$ cat src/mon_pkg.sv
/*
  Package for the drive monitor and fault history block: register indices,
  field layouts, reset values, codes and state encodings.
  Assumes a single system clock domain and a plain register port.
*/
package mon_pkg;

  // ----------------------------------------------------------------------
  // Register indices (word addresses on the plain port)
  // ----------------------------------------------------------------------
  localparam logic [3:0] REG_USER_MONITOR_VALUE     = 4'h0;
  localparam logic [3:0] REG_MONITOR_QUANTITY_SEL   = 4'h1;
  localparam logic [3:0] REG_POWER_ON_DISPLAY_SEL   = 4'h2;
  localparam logic [3:0] REG_INPUT_TERMINAL_STATE   = 4'h3;
  localparam logic [3:0] REG_OUTPUT_TERMINAL_STATE  = 4'h4;
  localparam logic [3:0] REG_ACTIVE_FAULT_RECORD    = 4'h5;
  localparam logic [3:0] REG_FAULT_HISTORY_BASE     = 4'h6;
  localparam logic [3:0] REG_FAULT_HISTORY_CLEAR    = 4'hb;
  localparam logic [3:0] REG_MONITOR_LABEL          = 4'hc;
  localparam logic [3:0] REG_POWER_ON_ITEM          = 4'hd;
  localparam logic [3:0] REG_IRQ_STATUS             = 4'he;
  localparam logic [3:0] REG_IRQ_MASK               = 4'hf;

  // ----------------------------------------------------------------------
  // Widths and reset values
  // ----------------------------------------------------------------------
  localparam int         DATA_W            = 16;
  localparam int         HIST_DEPTH        = 5;
  localparam logic [2:0] MON_SEL_RESET     = 3'h0;
  localparam logic [2:0] MON_SEL_MAX       = 3'h4;
  localparam logic [4:0] PWR_SEL_RESET     = 5'h00;
  localparam logic [1:0] OUT_STATE_RESET   = 2'h0;
  localparam logic       HIST_CLEAR_RESET  = 1'b0;

  // ----------------------------------------------------------------------
  // Monitored quantity and label codes
  // ----------------------------------------------------------------------
  typedef enum logic [2:0] {
    QTY_VOLTAGE = 3'h0,
    QTY_POWER   = 3'h1,
    QTY_TORQUE  = 3'h2,
    QTY_V1      = 3'h3,
    QTY_I2      = 3'h4
  } quantity_t;

  typedef enum logic [2:0] {
    LBL_VOLTAGE      = 3'h0,
    LBL_POWER        = 3'h1,
    torque_label     = 3'h2,
    v1_input_label   = 3'h3,
    i2_input_label   = 3'h4,
    LBL_I2_VOLT_MODE = 3'h5
  } label_t;

  // Power-on display items
  localparam logic [4:0] PWR_ITEM_CURRENT   = 5'h0c;
  localparam logic [4:0] PWR_ITEM_SPEED     = 5'h0d;
  localparam logic [4:0] dc_link_monitor_item = 5'h0e;
  localparam logic [4:0] PWR_ITEM_USER_MON  = 5'h0f;

  // Accel/decel phase codes inside a fault record
  localparam logic [1:0] PHASE_CONST       = 2'h0;
  localparam logic [1:0] PHASE_ACCEL       = 2'h1;
  localparam logic [1:0] decel_trip_code   = 2'h2;

  // Fault record layout: [15:8] trip mask, [7:6] phase, [5:0] state code
  localparam int REC_TRIP_LSB  = 8;
  localparam int REC_PHASE_LSB = 6;

  // I2 scale limits in display units (0.01 mA / 0.01 V)
  localparam logic [15:0] I2_CUR_MAX = 16'h07d0;
  localparam logic [15:0] I2_VOL_MAX = 16'h03e8;

  // Interrupt status bits
  localparam int IRQ_TRIP  = 0;
  localparam int IRQ_SHIFT = 1;
  localparam int IRQ_CLEAR = 2;
  localparam int IRQ_W     = 3;

  // Record presentation sequence
  typedef enum logic [2:0] {
    SEQ_TYPE  = 3'b000,
    SEQ_STATE = 3'b001,
    SEQ_FREQ  = 3'b011,
    SEQ_CURR  = 3'b010,
    SEQ_PHASE = 3'b110
  } seq_t;

endpackage : mon_pkg

$ cat src/drive_monitor.sv
/*
  Drive monitor and fault record block: user-select monitor, power-on item,
  terminal snapshots, active trip record and five-entry history.
  Assumes terminal pins are asynchronous, measurements and trip inputs
  come from SYS_CLK logic, and software uses the plain register port.
*/
// The strobed register port and the register offsets were left to the implementer.
`timescale 1ns/100ps
`default_nettype none
// What this block does
// - Select 0-4 picks monitored quantity
// - Label follows power, torque, V1, I2
// - I2 shows mA or V by switch
// - Power-on item latched once from select reset value 0
// - One bit per input terminal
// - Two output bits, reset to zero
// - Record: type, state, freq, current, phase
// - Distinct codes for accel, decel, constant
// - Five history entries kept
// - Writing one clears all history
// - Fault reset pushes record to entry 1
// - Simultaneous trips share one entry
module drive_monitor
  import mon_pkg::*;
#(
  parameter int IN_TERMS = 5
) (
  input  wire logic              SYS_CLK,
  input  wire logic              RST_N,
  input  wire logic              CE,
  input  wire logic [3:0]        ADDR,
  input  wire logic [15:0]       WDATA,
  input  wire logic              WR,
  input  wire logic              RD,
  output logic      [15:0]       RDATA,
  output logic                   IRQ,
  input  wire logic [15:0]       OUT_VOLTAGE,
  input  wire logic [15:0]       OUT_POWER,
  input  wire logic [15:0]       TORQUE,
  input  wire logic [15:0]       V1_INPUT,
  input  wire logic [15:0]       I2_INPUT,
  input  wire logic              I2_MODE_SWITCH,
  input  wire logic [IN_TERMS-1:0] IN_TERM_PINS,
  input  wire logic              RELAY_OUT,
  input  wire logic              OC_OUT,
  input  wire logic [7:0]        TRIP,
  input  wire logic [5:0]        RUN_STATE,
  input  wire logic              ACCEL,
  input  wire logic              DECEL,
  input  wire logic [15:0]       OUT_FREQ,
  input  wire logic [15:0]       OUT_CURRENT,
  input  wire logic              FAULT_RESET,
  output logic      [15:0]       DISPLAY_VALUE,
  output logic      [2:0]        DISPLAY_LABEL,
  output logic      [2:0]        DISPLAY_STEP,
  output logic      [4:0]        POWER_ON_ITEM,
  output logic                   TRIP_ACTIVE
);

  initial begin
    if (IN_TERMS != 3 && IN_TERMS != 5) $error("drive_monitor: IN_TERMS must be 3 or 5");
  end

  // ----------------------------------------------------------------------
  // State
  // ----------------------------------------------------------------------
  typedef struct packed {
    logic [2:0]           mon_sel;
    logic [4:0]           pwr_sel;
    logic [4:0]           pwr_item;
    logic                 hist_clr;
    logic [IN_TERMS-1:0]  in_s1;
    logic [IN_TERMS-1:0]  in_s2;
    logic [1:0]           out_s1;
    logic [1:0]           out_s2;
    logic                 sw_s1;
    logic                 sw_s2;
    logic                 tripped;
    logic [15:0]          rec;
    logic [15:0]          rec_freq;
    logic [15:0]          rec_curr;
    seq_t                 seq;
    logic                 push;
    logic [IRQ_W-1:0]     irq_st;
    logic [IRQ_W-1:0]     irq_mask;
    logic [15:0]          rdata;
    logic                 irq;
    logic [15:0]          disp;
    logic [2:0]           label;
    logic                 started;
  } state_t;

  state_t s_q;
  state_t s_d;
  logic [HIST_DEPTH*DATA_W-1:0] hist;

  // ----------------------------------------------------------------------
  // Helpers
  // ----------------------------------------------------------------------
  function automatic logic [15:0] clamp(input logic [15:0] v, input logic [15:0] lim);
    clamp = (v > lim) ? lim : v;
  endfunction : clamp

  function automatic logic [1:0] phase_code(input logic acc, input logic dec);
    if (acc) begin
      phase_code = PHASE_ACCEL;
    end else if (dec) begin
      phase_code = decel_trip_code;
    end else begin
      phase_code = PHASE_CONST;
    end
  endfunction : phase_code

  // ----------------------------------------------------------------------
  // History storage
  // ----------------------------------------------------------------------
  fault_history #(
    .DEPTH (HIST_DEPTH),
    .W     (DATA_W)
  ) u_hist (
    .clk     (SYS_CLK),
    .rst_n   (RST_N),
    .ce      (CE),
    .push    (s_q.push),
    .rec     (s_q.rec),
    .clear   (s_q.hist_clr),
    .entries (hist)
  );

  // ----------------------------------------------------------------------
  // Next state
  // ----------------------------------------------------------------------
  always_comb begin
    logic [15:0]      val;
    logic [2:0]       lbl;
    logic [IRQ_W-1:0] ev;
    logic [3:0]       hidx;
    s_d = s_q;
    val = OUT_VOLTAGE;
    lbl = LBL_VOLTAGE;
    ev = '0;
    hidx = ADDR - REG_FAULT_HISTORY_BASE;

    // Synchronisers
    s_d.in_s1 = IN_TERM_PINS;
    s_d.in_s2 = s_q.in_s1;
    s_d.out_s1 = {RELAY_OUT, OC_OUT};
    s_d.out_s2 = s_q.out_s1;
    s_d.sw_s1 = I2_MODE_SWITCH;
    s_d.sw_s2 = s_q.sw_s1;

    // User-select monitor
    case (s_q.mon_sel)
      QTY_VOLTAGE: begin
        val = OUT_VOLTAGE;
        lbl = LBL_VOLTAGE;
      end
      QTY_POWER: begin
        val = OUT_POWER;
        lbl = LBL_POWER;
      end
      QTY_TORQUE: begin
        val = TORQUE;
        lbl = torque_label;
      end
      QTY_V1: begin
        val = V1_INPUT;
        lbl = v1_input_label;
      end
      QTY_I2: begin
        // Switch high selects current mode
        val = s_q.sw_s2 ? clamp(I2_INPUT, I2_CUR_MAX) : clamp(I2_INPUT, I2_VOL_MAX);
        lbl = s_q.sw_s2 ? i2_input_label : LBL_I2_VOLT_MODE;
      end
      default: begin
        val = OUT_VOLTAGE;
        lbl = LBL_VOLTAGE;
      end
    endcase
    s_d.disp = val;
    s_d.label = lbl;

    // Power-on item captured once after reset release
    if (!s_q.started) begin
      s_d.started = 1'b1;
      s_d.pwr_item = (s_q.pwr_sel >= PWR_ITEM_CURRENT && s_q.pwr_sel <= PWR_ITEM_USER_MON)
                     ? s_q.pwr_sel : PWR_SEL_RESET;
    end

    // Trip capture; all simultaneous trips land in one mask
    s_d.push = 1'b0;
    if (!s_q.tripped && (TRIP != 8'h00)) begin
      s_d.tripped = 1'b1;
      s_d.rec = {TRIP, phase_code(ACCEL, DECEL), RUN_STATE};
      s_d.rec_freq = OUT_FREQ;
      s_d.rec_curr = OUT_CURRENT;
      s_d.seq = SEQ_TYPE;
      ev[IRQ_TRIP] = 1'b1;
    end else if (s_q.tripped && FAULT_RESET) begin
      s_d.tripped = 1'b0;
      s_d.push = 1'b1;
      ev[IRQ_SHIFT] = 1'b1;
    end

    // Register reads
    s_d.rdata = 16'h0000;
    if (RD) begin
      case (ADDR)
        REG_USER_MONITOR_VALUE:    s_d.rdata = s_q.disp;
        REG_MONITOR_QUANTITY_SEL:  s_d.rdata = {13'h0000, s_q.mon_sel};
        REG_POWER_ON_DISPLAY_SEL:  s_d.rdata = {11'h000, s_q.pwr_sel};
        REG_INPUT_TERMINAL_STATE:  s_d.rdata = 16'(s_q.in_s2);
        REG_OUTPUT_TERMINAL_STATE: s_d.rdata = {14'h0000, s_q.out_s2};
        REG_ACTIVE_FAULT_RECORD: begin
          // Each read steps through the record
          case (s_q.seq)
            SEQ_TYPE:  s_d.rdata = {8'h00, s_q.rec[15:REC_TRIP_LSB]};
            SEQ_STATE: s_d.rdata = {10'h000, s_q.rec[REC_PHASE_LSB-1:0]};
            SEQ_FREQ:  s_d.rdata = s_q.rec_freq;
            SEQ_CURR:  s_d.rdata = s_q.rec_curr;
            SEQ_PHASE: s_d.rdata = {14'h0000, s_q.rec[REC_TRIP_LSB-1:REC_PHASE_LSB]};
            default:   s_d.rdata = 16'h0000;
          endcase
          case (s_q.seq)
            SEQ_TYPE:  s_d.seq = SEQ_STATE;
            SEQ_STATE: s_d.seq = SEQ_FREQ;
            SEQ_FREQ:  s_d.seq = SEQ_CURR;
            SEQ_CURR:  s_d.seq = SEQ_PHASE;
            default:   s_d.seq = SEQ_TYPE;
          endcase
        end
        REG_FAULT_HISTORY_CLEAR:   s_d.rdata = {15'h0000, s_q.hist_clr};
        REG_MONITOR_LABEL:         s_d.rdata = {13'h0000, s_q.label};
        REG_POWER_ON_ITEM:         s_d.rdata = {11'h000, s_q.pwr_item};
        REG_IRQ_STATUS:            s_d.rdata = 16'(s_q.irq_st);
        REG_IRQ_MASK:              s_d.rdata = 16'(s_q.irq_mask);
        default: begin
          if (hidx < 4'(HIST_DEPTH)) begin
            s_d.rdata = hist[hidx*DATA_W +: DATA_W];
          end
        end
      endcase
    end

    // Register writes
    s_d.hist_clr = HIST_CLEAR_RESET;
    if (WR) begin
      case (ADDR)
        REG_MONITOR_QUANTITY_SEL: begin
          // Out-of-range selections are ignored
          if (WDATA[2:0] <= MON_SEL_MAX) s_d.mon_sel = WDATA[2:0];
        end
        REG_POWER_ON_DISPLAY_SEL: s_d.pwr_sel = WDATA[4:0];
        REG_FAULT_HISTORY_CLEAR: begin
          if (WDATA[0]) begin
            s_d.hist_clr = 1'b1;
            ev[IRQ_CLEAR] = 1'b1;
          end
        end
        REG_IRQ_MASK:            s_d.irq_mask = WDATA[IRQ_W-1:0];
        default: begin
        end
      endcase
    end

    // Sticky status: set wins over write-one-to-clear
    if (WR && ADDR == REG_IRQ_STATUS) begin
      s_d.irq_st = s_q.irq_st & ~WDATA[IRQ_W-1:0];
    end
    s_d.irq_st = s_d.irq_st | ev;
    s_d.irq = |(s_d.irq_st & s_d.irq_mask);
  end

  always_ff @(posedge SYS_CLK or negedge RST_N) begin
    if (!RST_N) begin
      s_q <= '0;
      s_q.mon_sel <= MON_SEL_RESET;
      s_q.pwr_sel <= PWR_SEL_RESET;
      s_q.out_s2 <= OUT_STATE_RESET;
    end else if (CE) begin
      s_q <= s_d;
    end
  end

  // ----------------------------------------------------------------------
  // Outputs
  // ----------------------------------------------------------------------
  assign RDATA         = s_q.rdata;
  assign IRQ           = s_q.irq;
  assign DISPLAY_VALUE = s_q.disp;
  assign DISPLAY_LABEL = s_q.label;
  assign DISPLAY_STEP  = s_q.seq;
  assign POWER_ON_ITEM = s_q.pwr_item;
  assign TRIP_ACTIVE   = s_q.tripped;

endmodule : drive_monitor
`default_nettype wire

$ cat src/fault_history.sv
/*
  Five-entry fault history shift register.
  Assumes push and clear are one-cycle pulses on SYS_CLK.
*/
`timescale 1ns/100ps
`default_nettype none
module fault_history #(
  parameter int DEPTH = 5,
  parameter int W     = 16
) (
  input  wire logic                 clk,
  input  wire logic                 rst_n,
  input  wire logic                 ce,
  input  wire logic                 push,
  input  wire logic [W-1:0]         rec,
  input  wire logic                 clear,
  output logic      [DEPTH*W-1:0]   entries
);

  initial begin
    if (DEPTH < 1 || W < 1) $error("fault_history: bad size");
  end

  typedef struct packed {
    logic [DEPTH-1:0][W-1:0] e;
  } hist_t;

  hist_t s_q;
  hist_t s_d;

  always_comb begin
    s_d = s_q;
    if (clear) begin
      s_d.e = '0;
    end else if (push) begin
      for (int i = DEPTH - 1; i > 0; i--) begin
        s_d.e[i] = s_q.e[i-1];
      end
      s_d.e[0] = rec;
    end
  end

  always_ff @(posedge clk or negedge rst_n) begin
    if (!rst_n) begin
      s_q <= '0;
    end else if (ce) begin
      s_q <= s_d;
    end
  end

  assign entries = s_q.e;

endmodule : fault_history
`default_nettype wire

$ cat config.mk
export PLATFORM = sky130hd
export DESIGN_NAME = drive_monitor
export DESIGN_NICKNAME = d
export VERILOG_FILES = /design/src/mon_pkg.sv /design/src/drive_monitor.sv /design/src/fault_history.sv
export SDC_FILE = /design/constraint.sdc
export NUM_CORES = 1
export LEC_CHECK = 0
export BUFFER_PORTS_ARGS = -buffer_cell sky130_fd_sc_hd__buf_4
export CORE_MARGIN = 2
export CORE_UTILIZATION = 50
export DETAILED_ROUTE_END_ITERATION = 7
export PLACE_DENSITY = 0.73
export REMOVE_ABC_BUFFERS = 1
export SYNTH_ARGS = -nofsm -noshare
export SYNTH_HDL_FRONTEND = slang
export SYNTH_SLANG_ARGS = --single-unit
$ cat constraint.sdc
create_clock -name SYS_CLK -period 3.6 [get_ports SYS_CLK]
set_clock_uncertainty 0.1 [all_clocks]
set_input_delay 0 -clock SYS_CLK [delete_from_list [all_inputs] [get_ports SYS_CLK]]
set_output_delay 0 -clock SYS_CLK [all_outputs]
set_load 0.05 [all_outputs]
==> results of run 1 <==
-- layout make-up --
| type | count | share of cell area |
|---|---|---|
| clock buffer | 32 | 0.04806 |
| multi-input combinational | 708 | 0.3523 |
| antenna | 1 | 0.0001797 |
| timing repair buffer | 320 | 0.1950 |
| inverter | 22 | 0.005929 |
| sequential | 206 | 0.3702 |
| tap | 275 | 0.02470 |
| clock inverter | 5 | 0.003593 |
-- registers in the layout (all words and copies together) (netlist names), 3 cells and up --
name,flops
POWER_ON_ITEM,5
DISPLAY_VALUE,16
s_d,8
DISPLAY_STEP,3
DISPLAY_LABEL,3
s_q,73
u_hist.entries,80
RDATA,16
-- cell families after synthesis --
family	share of synthesized area
AO/OA/AOI/OAI	0.1540
multiplexers	0.1656
flip-flops	0.4767
AND/OR/NAND/NOR	0.1295
XOR/XNOR	0.002430
buffers and inverters	0.07069
adder cells (fa/ha/maj)	0.001157
-- metrics by stage --
| stage | total power (uW) | util | instances | setup slack (ns) | TNS, ns |
|---|---|---|---|---|---|
| 6_report | 8400 | 0.6584 | 1569 | 0.3128 | 0 |
| 5_1_grt | 8918 | 0.6584 | 1569 | 0.09786 | 0 |
| 4_1_cts | 8417 | 0.6582 | 1568 | 0.2590 | 0 |
| 3_5_place_dp | 5976 | 0.5708 | 1418 | 1.148 | 0 |
| 3_3_place_gp | 5877 | 0.5708 | 1418 | 1.167 | 0 |
| 2_1_floorplan | 5105 | - | 936 | -2.125 | -169.71 |
-- power breakdown --
group / switching [uW] / leakage (uW) / internal (uW) / total (uW)
clock network: 898 / 0.000360 / 1350 / 2250
registers: 605 / 0.00257 / 3070 / 3680
logic: 1250 / 0.00327 / 1220 / 2470
total: 2750 / 0.00621 / 5650 / 8400
-- worst max path at each step --
| stage | end | slack, ns | depth (start not counted) |
|---|---|---|---|
| final | DISPLAY_VALUE[10] | 0.31 | 8 |
| after global routing | DISPLAY_VALUE[10] | 0.1 | 8 |
| after CTS | DISPLAY_VALUE[5] | 0.26 | 6 |
| after detailed placement | RDATA[8] | 1.15 | 6 |
| after global placement | RDATA[14] | 1.17 | 6 |
| after floorplan | u_hist.entries[0] | -2.13 | 2 |
-- cells in the final DEF, fill, tap and decap left out, types with 5 or more instances in the layout --
cell type	synthesis	final
a211oi_1	10	10
a21o_1	8	8
a21oi_1	30	30
a221o_1	5	5
a221oi_1	10	10
a22oi_1	18	18
buf_4	45	204
clkbuf_16	0	23
clkbuf_8	0	7
dfrtp_1	206	205
dlygate4sd3_1	0	113
inv_1	18	18
mux2_1	15	15
mux2_2	78	78
mux2i_1	27	27
mux4_2	21	21
nand2_1	192	192
nand3_1	19	19
nand4_1	5	5
nor2_1	34	34
nor2b_1	7	7
nor3_1	15	15
o21a_1	11	11
o21ai_0	101	101
o221ai_1	10	10
o32ai_1	6	6
-- metal layers --
| metal | track usage | vias up | share of wire |
|---|---|---|---|
| li1 | - | 4193 | - |
| met1 | 0.3539 | 4340 | 0.43 |
| met2 | 0.4325 | 332 | 0.48 |
| met3 | 0.03886 | 52 | 0.065 |
| met4 | 0.07290 | 0 | 0.024 |
| met5 | 0 | - | 0 |
-- what timing repair did --
| item | CTS | global route |
|---|---|---|
| endpoints found under the hold margin | 191 | 0 |
| resized for setup | 0 | 1 |
| hold buffers | 113 | 0 |
| setup endpoints to repair | 0 | 1 |
==> flow_summary.yaml, run 1 <==
grt:
  overflow: 0
  grt_pass1_vias: 8754
  grt_pass1_wl_mm: 46.17
  antenna_found_initial: 1
  grt_max_degree: 161
  grt_usage: 0.2587
power_and_ir_drop:
  peakVddDrop_mv: 0.3942
  power.leakage_uw: 0.006210
  power.density_nw_per_um2: 603.1
drt:
  wire_per_inst_um: 18.63
  vias_per_cell: 5.683
  dr.pass1.iters: 5
  antenna_left: 0
  drtIter0Drc: 651
  drc: 0
  dr_total_vias: 8917
  routed_wl_mm: 29.23
logic_synthesis:
  synth_commonest_cells: "dfrtp_1 (206), nand2_1 (192), o21ai_0 (101)"
  ys_ff_latch: 206
  synth-edff-count: 0
  synthArstFlopShare: 1.000
  ys_seq_area_frac: 0.4767
  synth_top_cell_area_share: 0.4767
  synth_top_cell_by_area: "dfrtp_1"
  avgSynthCellArea_um2: 10.24
  synth_warnings: 0
  yosysMostFrequentCell: "dfrtp_1"
  synth_area_um2: 10810
  syn_inst: 1056
  synth.area.top_cells: "dfrtp_1 (48%), mux2_2 (8.1%), nand2_1 (6.7%)"
  ys.flop_type: "dfrtp_1"
  synth.distinct_cells: 77
floorplanning:
  die_area_um2: 22820
  rows: 53
  initial_core_util: 0.5112
  io_pins: 207
  fp.dieW_um: 151.1
  core_um2: 21150
  fp.dieH_um: 151.1
clock_tree:
  cts_setup_buffers: 0
  cts_sinks: 206
  clockRootBuffer: "clkbuf_16"
  htreeDepth: 1
  cts_tree: "built"
  numCtsBuffers: 22
  clkLatencyLatePin_ns: 0.51
  cts.path.max_buffers: 3
  clk_pin_slew_ns: 0.06
finish:
  nets: 1443
  drive_gt1_frac: 0.2761
  nFillCells: 1662
  area.sequential_um2: 5156
  area_growth_pct: 28.80
  multi_input_comb_area_um2: 4907
  final_cell_area_um2: 13930
sta:
  post-route-period-util: 0.9131
  hold_viol: 0
  layout_min_cycle_time_ns: 3.287
  grt_setup_unrepaired: "no"
  setup-violations-final: 0
  slew_headroom: 0.3550
  max_freq_mhz: 304.2
  slew_viol_final: 0
  worst_pin_slew_ns: 0.9661
  hold_ws_ns: 0.01548
place:
  placed_area_um2: 12070
  hpwlAfterDp_mm: 19.30
  portBuffers: 195
  gp_congestion: 0.9160
worst_setup_path:
  path_cells: "buf_4 -> nor2b_1 -> a22oi_1 -> dlygate4sd3_1 -> o31ai_1 -> dlygate4sd3_1 -> nand3_1 -> o21ai_0"
  critPathLaunchType: "flip-flop"
  r2r_start: "s_q[125]"
  worstReg2RegEnd: "DISPLAY_VALUE[10]"
  rrSetupSlack_ns: 0.31
  critPathBufInv: 3
  crit_start: "s_q[125]"
  worstSetupEndpointType: "flip-flop"
  crit_path_frequent_cell: "dlygate4sd3_1"
  path_delay_family: "buffers and inverters"
  crit_type: "reg2reg"
  arrival_ns: 3.60
  cp_max_fo: 21
  critPathSlowestCell: "nor2b_1"
  cp.required_ns: 3.91
  cp_slowest_stage_delay_ns: 0.77
  rr_worst_depth: 8
hold_path:
  hp-class: "in2async"
run_status:
  status: "complete, no violations"
flow_run:
  maxCapViolations: 0
(Power assumes the default switching activity.)
==> run 2: changes to the inputs <==
--- a/config.mk
+++ b/config.mk
@@ -5,6 +5,7 @@
 export SDC_FILE = /design/constraint.sdc
 export NUM_CORES = 1
 export LEC_CHECK = 0
+export ABC_AREA = 1
 export BUFFER_PORTS_ARGS = -buffer_cell sky130_fd_sc_hd__buf_4
 export CORE_MARGIN = 2
 export CORE_UTILIZATION = 50
==> flow_summary.yaml, run 2 <==
run_status:
  status: "complete, no violations"
sta:
  max_freq_mhz: 298.8
  post-route-period-util: 0.9297
  setup-violations-final: 0
  finalSetupTns_ns: 0
  slew_viol_final: 0
  grt_setup_unrepaired: "no"
  worst_pin_slew_ns: 1.133
  hold_viol: 0
  layout_min_cycle_time_ns: 3.347
  slew_headroom: 0.2422
  worst_slack_ns: 0.2531
  hold_ws_ns: 0.02361
drt:
  routed_wl_mm: 34.27
  routed-wl-met2_mm: 16.10
  routed.top_layer: "met4"
  dr_total_vias: 10690
  drc: 0
  dr_wl_met3_mm: 2.469
  vias_per_cell: 5.389
  dr.pass1.iters: 7
  wire_per_inst_um: 17.28
  antenna_left: 0
  met1_length_mm: 14.35
  drtIter0Drc: 922
logic_synthesis:
  synthAdderAreaFrac: 0.001172
  synth.distinct_cells: 31
  synthArstFlopShare: 1.000
  ys_ff_latch: 206
  ys_seq_area_frac: 0.4827
  synthMuxAreaShare: 0.001054
  synth_top_cell_area_share: 0.4827
  ys.flop_type: "dfrtp_1"
  synth-edff-count: 0
  yosysMostFrequentCell: "nand2_1"
  synthSimpleGateAreaFrac: 0.2672
  synth.area.top_cells: "dfrtp_1 (48%), nand2_1 (16%), o21ai_0 (7.5%)"
  synth_top_family_by_area: "simple AND/OR/NAND/NOR gates"
  synth_xor_area_frac: 0.0008201
  synth_commonest_cells: "nand2_1 (452), dfrtp_1 (206), inv_1 (164)"
  avgSynthCellArea_um2: 7.412
  synth-compound-area-share: 0.1312
  synth_area_um2: 10680
  syn_inst: 1441
  synth_warnings: 0
  synth_top_cell_by_area: "dfrtp_1"
finish:
  final_cells: 1983
  drive_gt1_frac: 0.1523
  largest_register_ffs: 80
  final_common_cell: "nand2_1"
  area_growth_pct: 31.67
  nets: 1855
  final_cell_mix: "nand2_1 (452), dfrtp_1 (206), buf_4 (205)"
clock_tree:
  cts_setup_buffers: 0
  cts_tree: "built"
  clockRootBuffer: "clkbuf_16"
  clk_pin_slew_ns: 0.06
  htreeDepth: 1
  cts.path.max_buffers: 3
  cts_sinks: 206
  clkLatencyLatePin_ns: 0.50
  numCtsBuffers: 23
floorplanning:
  die_area_um2: 22550
  fp.dieH_um: 150.2
  initial_core_util: 0.5081
  core_um2: 21020
  io_pins: 207
  rows: 53
  fp.dieW_um: 150.2
flow_run:
  maxCapViolations: 0
worst_setup_path:
  crit_type: "reg2reg"
  worstSetupEndpointType: "flip-flop"
  cp_slowest_stage_delay_ns: 0.85
  cp_max_fo: 16
  cp.required_ns: 3.95
  critPathLaunchType: "flip-flop"
  path_cells: "inv_1 -> nand2_1 -> nor2_1 -> nand2_1 -> nand2_1 -> a211oi_1 -> dlygate4sd3_1 -> nand2_1 -> dlygate4sd3_1 -> nand2_1 -> nand2_1"
  crit_path_frequent_cell: "nand2_1"
  arrival_ns: 3.69
  critPathSlowestCell: "nor2_1"
place:
  portBuffers: 195
  hpwlAfterDp_mm: 21.79
  place_inst: 1816
  gp_congestion: 0.8935
  dp_slack_ns: 1.427
power_and_ir_drop:
  power_uw: 7971
  power.density_nw_per_um2: 566.9
  power.leakage_uw: 0.006809
  peakVddDrop_mv: 0.4052
grt:
  grt_pass1_vias: 10590
  grt_usage: 0.3064
  grt_pass1_wl_mm: 54.41
  overflow: 0
  antenna_found_initial: 1
  grt_max_degree: 161
hold_path:
  hp-class: "in2async"
[run 2: path summary, 6_finish.rpt]
| kind | start | end | slack (ns) | cells after the start |
|---|---|---|---|---|
| setup / recovery | s_q[125] | DISPLAY_VALUE[3] | 0.25 | 11 |
| hold / removal | RST_N | DISPLAY_VALUE[13] | 0.02 | 2 |
| setup reg to reg | s_q[125] | DISPLAY_VALUE[3] | 0.25 | 11 |
| hold reg to reg | s_q[54] | s_q[54] | 0.38 | 2 |
| max in group asynchronous | RST_N | u_hist.entries[28] | 2.40 | 3 |
| min in group SYS_CLK | ADDR[0] | s_q[40] | 0.02 | 7 |
[run 2: kinds of logic (layout without fill, tap and decap cells)]
logic type	count (synthesis)	count (layout)
AND/OR/NAND/NOR	691	691
XOR/XNOR	1	1
adder cells (fa/ha/maj)	1	1
flip-flops	206	206
AO/OA/AOI/OAI	262	262
multiplexers	1	1
buffers and inverters	279	545
other	0	1
[run 2: metal layers]
metal  up-vias  GRT usage
met5         -          0
met4         0     0.1198
met3        94    0.04848
met2       442     0.4922
met1      5064     0.4194
li1       5087          -
[run 2: metrics by stage]
| stage | util | cell area [um^2] |
|---|---|---|
| floorplan | - | 10080 |
| finish | 0.6689 | 14060 |
| detailed placement | 0.5734 | 12050 |
| global placement | 0.5734 | 12050 |
| global route | 0.6689 | 14060 |
| CTS | 0.6688 | 14060 |
[run 2: power breakdown]
part	switching [uW]	total, uW	internal, uW
clock	951	2330	1380
sequential	480	3420	2940
combinational	1380	2220	842
[run 2: repair_timing]
action                     4_1_cts  5_1_grt
resized for setup                0        0
hold endpoints to repair       191        0
setup endpoints to repair        0        0
hold buffers                   126        0
[run 2: critical path, delay by kind of cell (launching register included)]
kind	cells	cell delay, ns
buffers and inverters	3	1.29
flip-flops	1	0.40
AO/OA/AOI/OAI	1	0.07
AND/OR/NAND/NOR	7	1.43
[run 2: final cells by class]
| type | count | area, um^2 |
|---|---|---|
| inverter | 170 | 638.1 |
| clock buffer | 29 | 628.1 |
| fill | 1759 | 6959 |
| clock inverter | 11 | 116.4 |
| multi-input combinational | 956 | 4304 |
| antenna | 1 | 2.502 |
| tap | 275 | 344.1 |
| timing repair buffer | 335 | 2874 |
| sequential | 206 | 5155 |
